### src/rar_pkg.sv
// Constants and types for the I2C alias remap block
package rar_pkg;

  // Slot geometry
  localparam int          NSLOT  = 8;
  localparam int          SLOT_W = 3;
  localparam logic [7:0]  NSLOT_IDX = 8'h08;

  // APB geometry
  localparam int          AW     = 12;
  localparam int          DW     = 32;
  localparam int          IDX_HI = 9;
  localparam int          IDX_LO = 2;
  localparam int          TOP_HI = 11;
  localparam int          TOP_LO = 10;

  // Register indexes; byte address is four times the index
  localparam logic [7:0]  REMOTE_ADDR_SLOT5_IDX = 8'h3E;
  localparam logic [7:0]  REMOTE_ADDR_SLOT6_IDX = 8'h3F;
  localparam logic [7:0]  REMOTE_ADDR_SLOT7_IDX = 8'h40;
  localparam logic [7:0]  MATCH_ADDR_SLOT0_IDX  = 8'h41;
  localparam logic [7:0]  MATCH_ADDR_SLOT1_IDX  = 8'h42;
  localparam logic [7:0]  MATCH_ADDR_SLOT2_IDX  = 8'h43;
  localparam logic [7:0]  MATCH_ADDR_SLOT3_IDX  = 8'h44;
  localparam logic [7:0]  PHYS_BASE_IDX  = REMOTE_ADDR_SLOT5_IDX - 8'h05;
  localparam logic [7:0]  ALIAS_BASE_IDX = MATCH_ADDR_SLOT0_IDX;

  // Field layout of both register kinds
  localparam int          FLD_HI  = 7;
  localparam int          FLD_LO  = 1;
  localparam int          ACK_BIT = 0;
  localparam logic [7:0]  CFG_RESET = 8'h00;
  localparam logic [6:0]  ADDR_NONE = 7'h00;

  // Local I2C request as seen by the remapper
  typedef struct packed {
    logic [6:0] addr;
    logic       wr;
  } rar_i2c_req_t;

  typedef enum logic [1:0] {
    ST_IDLE = 2'h0,
    ST_FWD  = 2'h1,
    ST_WAIT = 2'h3,
    ST_RESP = 2'h2
  } rar_state_t;

endpackage

### src/rar_alias_remap.sv
// I2C alias match and remap slots with APB register access
`timescale 1ns/1ps
// Behaviour
// RULE_01: Each slot holds a 7-bit physical address in bits 7:1; bit 0 reads zero.
// RULE_02: A request hitting an alias is forwarded with the physical address instead. The code forwards only while i_fwd_lock is high.
// RULE_03: Each slot has a 7-bit alias in bits 7:1 used to match requests.
// RULE_04: Alias of slot N maps to physical address of slot N.
// RULE_05: A zero alias disables its slot; nothing is matched or forwarded through it.
// RULE_06: Alias bit 0 is a read/write forced-acknowledge enable per slot.
// RULE_07: Forced acknowledge answers writes ignoring link lock and remote acknowledge.
// RULE_08: Software uses forced acknowledge only for debugging.
// RULE_09: After reset all address fields and forced-acknowledge bits are zero.
// RULE_10: A request matching no nonzero alias is not forwarded.
module rar_alias_remap (
  // Clock and reset
  input  wire logic                       i_clk,
  input  wire logic                       i_srst,
  // APB slave
  input  wire logic                       i_psel,
  input  wire logic                       i_penable,
  input  wire logic                       i_pwrite,
  input  wire logic [rar_pkg::AW-1:0]     i_paddr,
  input  wire logic [rar_pkg::DW-1:0]     i_pwdata,
  output logic      [rar_pkg::DW-1:0]     o_prdata,
  output logic                            o_pready,
  output logic                            o_pslverr,
  // Local I2C controller side
  input  wire logic                       i_req_valid,
  input  wire rar_pkg::rar_i2c_req_t      i_req,
  output logic                            o_req_ready,
  output logic                            o_rsp_valid,
  output logic                            o_rsp_ack,
  // Control channel to the remote side
  input  wire logic                       i_fwd_lock,
  output logic                            o_fwd_valid,
  output rar_pkg::rar_i2c_req_t           o_fwd,
  input  wire logic                       i_fwd_ready,
  input  wire logic                       i_remote_done,
  input  wire logic                       i_remote_ack
);

  localparam int SLOT_W = rar_pkg::SLOT_W;
  localparam int NSLOT  = rar_pkg::NSLOT;

  ////////////////////////////////////////////////////////////////////////////
  // Register address decode

  function automatic logic [SLOT_W:0] slot_dec(
    input logic [rar_pkg::AW-1:0] a,
    input logic [7:0]             base
  );
    logic [7:0] off;
    off = a[rar_pkg::IDX_HI:rar_pkg::IDX_LO] - base;
    slot_dec = {(a[1:0] == 2'h0) &&
                (a[rar_pkg::TOP_HI:rar_pkg::TOP_LO] == 2'h0) &&
                (off < rar_pkg::NSLOT_IDX), off[SLOT_W-1:0]};
  endfunction

  logic [7:0]             phys_reg  [NSLOT];
  logic [7:0]             alias_reg [NSLOT];
  logic [rar_pkg::DW-1:0] prdata_reg;

  wire logic [SLOT_W:0]   phys_d   = slot_dec(i_paddr, rar_pkg::PHYS_BASE_IDX);
  wire logic [SLOT_W:0]   alias_d  = slot_dec(i_paddr,
                                              rar_pkg::ALIAS_BASE_IDX);
  wire logic              phys_ok  = phys_d[SLOT_W];
  wire logic              alias_ok = alias_d[SLOT_W];
  wire logic [SLOT_W-1:0] p_slot   = phys_d[SLOT_W-1:0];
  wire logic [SLOT_W-1:0] a_slot   = alias_d[SLOT_W-1:0];
  wire logic              apb_set  = i_psel && !i_penable;
  wire logic              apb_acc  = i_psel && i_penable;
  wire logic              apb_wr   = apb_acc && i_pwrite;
  wire logic              phys_we  = apb_wr && phys_ok;
  wire logic              alias_we = apb_wr && alias_ok;
  wire logic [7:0]        rd_byte  = phys_ok  ? phys_reg[p_slot]  :
                                     alias_ok ? alias_reg[a_slot] :
                                                rar_pkg::CFG_RESET;

  // Zero wait states; read data is captured in the setup cycle
  assign o_pready  = 1'b1;
  assign o_pslverr = apb_acc && !(phys_ok || alias_ok);
  assign o_prdata  = prdata_reg;

  always_ff @(posedge i_clk) begin
    if (i_srst) begin
      prdata_reg <= '0;
    end else if (apb_set && !i_pwrite) begin
      prdata_reg <= {24'h000000, rd_byte};
    end
  end

  ////////////////////////////////////////////////////////////////////////////
  // Slot storage and alias match

  logic [NSLOT-1:0] slot_hit;

  for (genvar n = 0; n < NSLOT; n++) begin : g_slot
    localparam logic [SLOT_W-1:0] SLOT_ID = SLOT_W'(n);
    wire logic [6:0] alias_f = alias_reg[n][rar_pkg::FLD_HI:rar_pkg::FLD_LO];

    always_ff @(posedge i_clk) begin
      if (i_srst) begin
        phys_reg[n]  <= rar_pkg::CFG_RESET;                       // RULE_09
        alias_reg[n] <= rar_pkg::CFG_RESET;                       // RULE_09
      end else begin
        if (phys_we && p_slot == SLOT_ID) begin
          // Bit 0 is reserved and never stored
          phys_reg[n] <= {i_pwdata[rar_pkg::FLD_HI:rar_pkg::FLD_LO],
                          1'b0};                                  // RULE_01
        end
        if (alias_we && a_slot == SLOT_ID) begin
          alias_reg[n] <= i_pwdata[rar_pkg::FLD_HI:0];            // RULE_06
        end
      end
    end

    // Zero alias never matches, even a general call address
    assign slot_hit[n] = (alias_f != rar_pkg::ADDR_NONE) &&
                         (alias_f == i_req.addr);          // RULE_03 RULE_05
  end

  // Lowest slot wins when two aliases are equal
  logic              hit_any;
  logic [SLOT_W-1:0] hit_idx;

  always_comb begin
    hit_any = 1'b0;
    hit_idx = '0;
    for (int k = NSLOT - 1; k >= 0; k--) begin
      if (slot_hit[k]) begin
        hit_any = 1'b1;                                           // RULE_10
        hit_idx = SLOT_W'(k);
      end
    end
  end

  ////////////////////////////////////////////////////////////////////////////
  // Transaction sequencer

  rar_pkg::rar_state_t   state_reg;
  rar_pkg::rar_state_t   state_next;
  rar_pkg::rar_i2c_req_t fwd_reg;
  logic                  force_reg;
  logic                  ack_reg;
  logic                  ack_next;
  logic [SLOT_W-1:0]     slot_reg;

  wire logic req_take  = i_req_valid && state_reg == rar_pkg::ST_IDLE;
  wire logic req_force = alias_reg[hit_idx][rar_pkg::ACK_BIT] && i_req.wr;
  wire logic fwd_take  = o_fwd_valid && i_fwd_ready;

  assign o_req_ready = state_reg == rar_pkg::ST_IDLE;
  assign o_fwd_valid = state_reg == rar_pkg::ST_FWD;
  assign o_rsp_valid = state_reg == rar_pkg::ST_RESP;
  assign o_fwd       = fwd_reg;
  assign o_rsp_ack   = ack_reg;

  always_comb begin
    state_next = state_reg;
    ack_next   = ack_reg;
    unique case (state_reg)
      rar_pkg::ST_IDLE: begin
        if (req_take) begin
          if (!hit_any) begin
            state_next = rar_pkg::ST_RESP;                        // RULE_10
            ack_next   = 1'b0;
          end else if (i_fwd_lock) begin
            state_next = rar_pkg::ST_FWD;                         // RULE_02
            ack_next   = 1'b0;
          end else begin
            state_next = rar_pkg::ST_RESP;
            ack_next   = req_force;                               // RULE_07
          end
        end
      end
      rar_pkg::ST_FWD: begin
        // Forced writes do not wait for the remote answer
        if (!i_fwd_lock) begin
          state_next = rar_pkg::ST_RESP;
          ack_next   = force_reg;                                 // RULE_07
        end else if (fwd_take) begin
          state_next = force_reg ? rar_pkg::ST_RESP : rar_pkg::ST_WAIT;
          ack_next   = force_reg;                                 // RULE_07
        end
      end
      rar_pkg::ST_WAIT: begin
        // Losing lock ends the wait rather than hanging the bus
        if (!i_fwd_lock) begin
          state_next = rar_pkg::ST_RESP;
          ack_next   = 1'b0;
        end else if (i_remote_done) begin
          state_next = rar_pkg::ST_RESP;
          ack_next   = i_remote_ack;
        end
      end
      rar_pkg::ST_RESP: begin
        state_next = rar_pkg::ST_IDLE;
      end
    endcase
  end

  always_ff @(posedge i_clk) begin
    if (i_srst) begin
      state_reg <= rar_pkg::ST_IDLE;
      ack_reg   <= 1'b0;
      force_reg <= 1'b0;
      slot_reg  <= '0;
      fwd_reg   <= '0;
    end else begin
      state_reg <= state_next;
      ack_reg   <= ack_next;
      if (req_take) begin
        force_reg <= hit_any && req_force;                        // RULE_06
        slot_reg  <= hit_idx;
        fwd_reg   <= '{addr: phys_reg[hit_idx][rar_pkg::FLD_HI:
                                               rar_pkg::FLD_LO],
                       wr:   i_req.wr};                    // RULE_02 RULE_04
      end
    end
  end

  wire logic [7:0] hit_phys  = phys_reg[slot_reg];
  wire logic [7:0] hit_alias = alias_reg[slot_reg];
  logic            any_cfg;

  always_comb begin
    any_cfg = 1'b0;
    for (int k = 0; k < NSLOT; k++) begin
      any_cfg = any_cfg || (phys_reg[k] != rar_pkg::CFG_RESET) ||
                (alias_reg[k] != rar_pkg::CFG_RESET);
    end
  end
endmodule

### config.mk
export PLATFORM = sky130hd
export DESIGN_NAME = rar_alias_remap
export DESIGN_NICKNAME = d
export VERILOG_FILES = /design/src/rar_pkg.sv /design/src/rar_alias_remap.sv
export SDC_FILE = /design/constraint.sdc
export NUM_CORES = 1
export LEC_CHECK = 0
export BUFFER_PORTS_ARGS = -buffer_cell sky130_fd_sc_hd__clkbuf_2
export CAP_MARGIN = 20
export CORE_ASPECT_RATIO = 0.5
export CORE_UTILIZATION = 50
export CTS_CLUSTER_DIAMETER = 40
export DETAILED_ROUTE_END_ITERATION = 6
export PLACE_DENSITY_LB_ADDON = 0.08
export SETUP_SLACK_MARGIN = 0.15
export SLEW_MARGIN = 20
export SYNTH_ARGS = -nofsm -noshare
export SYNTH_HDL_FRONTEND = slang
export SYNTH_SLANG_ARGS = --single-unit
### constraint.sdc
create_clock -name i_clk -period 3.1 [get_ports i_clk]
set_input_delay 0.31 -clock i_clk [delete_from_list [all_inputs] [get_ports i_clk]]
set_output_delay 0.31 -clock i_clk [all_outputs]
set_load 0.005 [all_outputs]
==> summary.md <==
| Metric | Value |
|---|---|
| Run status | complete, no violations |
| Post-layout minimum cycle time | 2890 ps |
| Boundary pin count | 108 |
| Detailed router's first-iteration violation count | 613 |
| Clock transition at the registers of the reported paths | 60 ps |
| Seq cells post-synth | 140 |
| Sequential share of the synthesized area | 48.3% |
| Number of buffers added by the clock tree synthesis step | 17 |
| Dominant combinational cell family by area after synthesis | multiplexers |
| Final setup slack of the worst path | 211 ps |
| TritonCTS clock tree | built |
| Wire length of the first global-routing pass | 33500 um |
| Post-synth EDFFs | 120 |
| Fraction of the mapped netlist area in simple logic gates | 15.0% |
| Core area | 0.0158 mm2 |
| Post-route ant nets | 0 |
| Slew Viols, Final | 0 |
| Floorplan die area | 0.0171 mm2 |
| Number of placement rows | 32 |
| Largest driver fanout on the critical path | 9 |
| Share of layout cells above drive strength 1 | 24.2% |
| Fraction of post-synthesis cell area in the top cell type by area | 43.5% |
| Cell occurring most often along the worst timing path | buf_4 |
| IO Port Bufs | 58 |
| H-tree levels | 4 |
| Family with the most delay on the worst path | simple AND/OR/NAND/NOR gates |
| Path class of the lowest-slack min-delay path | primary input to register |
| Arr. time, crit path | 3150 ps |
| Dominant cells by area after synthesis | edfxtp_1 (44%), and3_1 (9.1%), mux2i_1 (8.2%), mux4_2 (8.2%), dfxtp_1 (4.8%) |
| Maximum clock insertion buffer count | 2 |
| Remaining max-slew budget at the tightest pin | 36.5% |
| Via count of the first global-routing pass | 5661 |
| Final clock period utilization by the worst path | 93.2% |
| CP bufs+invs | 2 |
| DR pass1 iterations | 5 |
| Netlist cell types | 52 |
| Root buf cell | clkbuf_16 |
| Final-stage net count | 818 |
| Most frequent cell after synthesis | and3_1 |
| Worst-case setup slack after placement | -0.435 ps |
| Number of antenna violations at the first check in global routing | 0 |
| Clock sinks | 140 |
| Synth Area in XOR/XNOR | 5.39% |
| Residual overflow from global routing | 0 |
| Final weighted congestion in routability-driven placement | 0.903 |
| Max Cap Violations | 0 |
| Sum of negative setup slack | 0 ps |
| Critical-path cell list | nor4_1 -> a211o_1 -> a2111oi_1 -> buf_4 -> nor4b_1 -> or4_1 -> buf_4 -> mux2i_1 -> a211oi_1 |
| Element type at the critical path start | register |
| Cell Area, Synth | 0.00828 mm2 |
| Max rail drop VDD | 0.000294 V |
| Gate Count Post-Synth | 688 |
| Critical path required time | 3360 ps |
| Number of fillers in the final layout | 1312 |
| Slowest CP cell | nor4b_1 |
| Nature of the critical path endpoint | register |
| Synthesis Warnings | 0 |
| Die Y | 93.0 um |
| Total routed wirelength | 22800 um |
| Number of DRC violations after detailed routing | 0 |
| GRT Util Overall | 27.4% |
| Number of vias per cell | 6.08 |
| Die outline width | 184 um |
| Share of async-settable or async-resettable flops after synthesis | 0% |
| Synth Area per Inst | 12.0 um2 |
| Cell taking the most area after synthesis | edfxtp_1 |
| Power density cells | 520 mW/mm2 |
| Antenna fix cells | 0 |
| Pin count of the biggest net entering global routing | 36 |
| Synthesis-to-layout area growth | 14.9% |
| Skew-Pair Late Insertion Delay | 420 ps |
| Worst Tran Pin Value | 950 ps |
| Vias after detailed routing | 5983 |
| Crit path kind | register to register |
| Total setup violations reported at the end of the flow | 0 |
| Number of hold violations in the final report | 0 |
| Average wire length per cell after detail routing | 23.2 um |
| Primary FF master, synth | edfxtp_1 |
| Leading cell types by count after synthesis | and3_1 (121), edfxtp_1 (120), mux2i_1 (68) |
| Synthesized-area fraction occupied by ao, oa, aoi and oai cells | 7.61% |
| Highest attainable clock frequency | 0.346 GHz |
| Static power due to leakage | 4.18 nW |
| Adder and majority cell fraction of the synthesized area | 0.755% |
| Setup repair after global routing missed its margin | true |
| Number of flip-flops under the largest register name | 64 |
| Initial cell density of the core | 52.5% |
| Multiplexer share of the synthesized area | 16.4% |
| Maximum cell stage delay along the critical path | 680 ps |
| Clock tree skew after final layout | 12.0 ps |
| HPWL after DPL | 15400 um |
| Number of buffers inserted for hold repair after clock tree synthesis | 0 |
-- per-layer routing --
layer | global-route usage [%] | wire [um] | vias up
met2 | 44.6 | 10800 | 228
met1 | 37.5 | 10100 | 3030
met4 | 10.3 | 418 | 0
met3 | 3.97 | 1440 | 27
li1 | - | - | 2698
met5 | 0 | 0 | -
-- metrics by stage --
stage	cells	hold WS [ps]	instance area [um2]	utilization (%)	total power [mW]
after global routing	984	158	9510	60.3	5.10
after CTS	978	131	9410	59.7	4.95
final	984	151	9510	60.3	4.95
after detailed placement	942	472	8770	55.6	2.86
after global placement	942	458	8770	55.6	2.85
after floorplan	711	410	8370	-	2.65
-- timing repair --
action                     4_1_cts  5_1_grt
pin swaps                        0        6
cloned                           0        2
buffers inserted                 5        4
setup endpoints to repair        1        6
gates resized for setup          1        4
-- area by class of cell --
class	count	area, um2	area share (%)
clock inverter	12	163	1.71
clock buffer	19	433	4.55
timing repair buffer	109	733	7.71
tap	221	277	2.91
sequential	140	4000	42.1
inverter	7	26.3	0.276
multi-input combinational	476	3880	40.8
-- where the power goes --
part / switching (mW) / internal [mW] / total [mW]
registers: 0.0753 / 2.14 / 2.21
logic: 0.363 / 0.270 / 0.632
clock network: 0.829 / 1.27 / 2.10
-- path summary, 6_finish.rpt --
check	startpoint	depth (start not counted)	to	slack (ps)
worst max-delay path	alias_reg[5][1]	9	o_fwd[3]	210
worst min-delay path	i_fwd_lock	2	state_reg[1]	150
worst max register to register	alias_reg[5][1]	9	o_fwd[3]	210
worst min register to register	force_reg	2	force_reg	480
-- placed cells by master, fill, tap and decap left out, types with 3 or more instances in the layout --
cell type   synthesis  final
o221ai_1            7      7
inv_1               7      7
clkinvlp_4          0      5
a211o_1             4      4
nand4_1            11     11
ha_1                5      5
a211o_2             5      5
xnor2_1            33     33
buf_4              28     47
nor2b_1             6      5
dfxtp_1            20     20
inv_6               0      4
a2111o_1            3      3
nor4_1              8      8
a2111oi_2           4      5
edfxtp_1          120    120
bufinv_16           0      3
a21oi_1             5      5
and3_1            121    121
nor3_1              5      5
mux2i_1            68     68
xor2_1             18     17
o22ai_1             4      3
mux4_2             30     30
conb_1              2     25
clkbuf_2            0     58
clkbuf_16           0     19
o21ai_0            10     10
a21o_1             17     16
nand2_1            13     13
nor2_1             37     36
a211oi_1            8      7
-- logic make-up (layout without fill, tap and decap cells) --
kind of cell | Yosys count | in the layout
buffers and inverters | 95 | 147
AND/OR/NAND/NOR | 218 | 218
adder cells (fa/ha/maj) | 5 | 5
flip-flops | 140 | 140
other | 2 | 25
XOR/XNOR | 51 | 51
AO/OA/AOI/OAI | 79 | 79
multiplexers | 98 | 98
No activity file was read; power rests on OpenSTA's default activity.
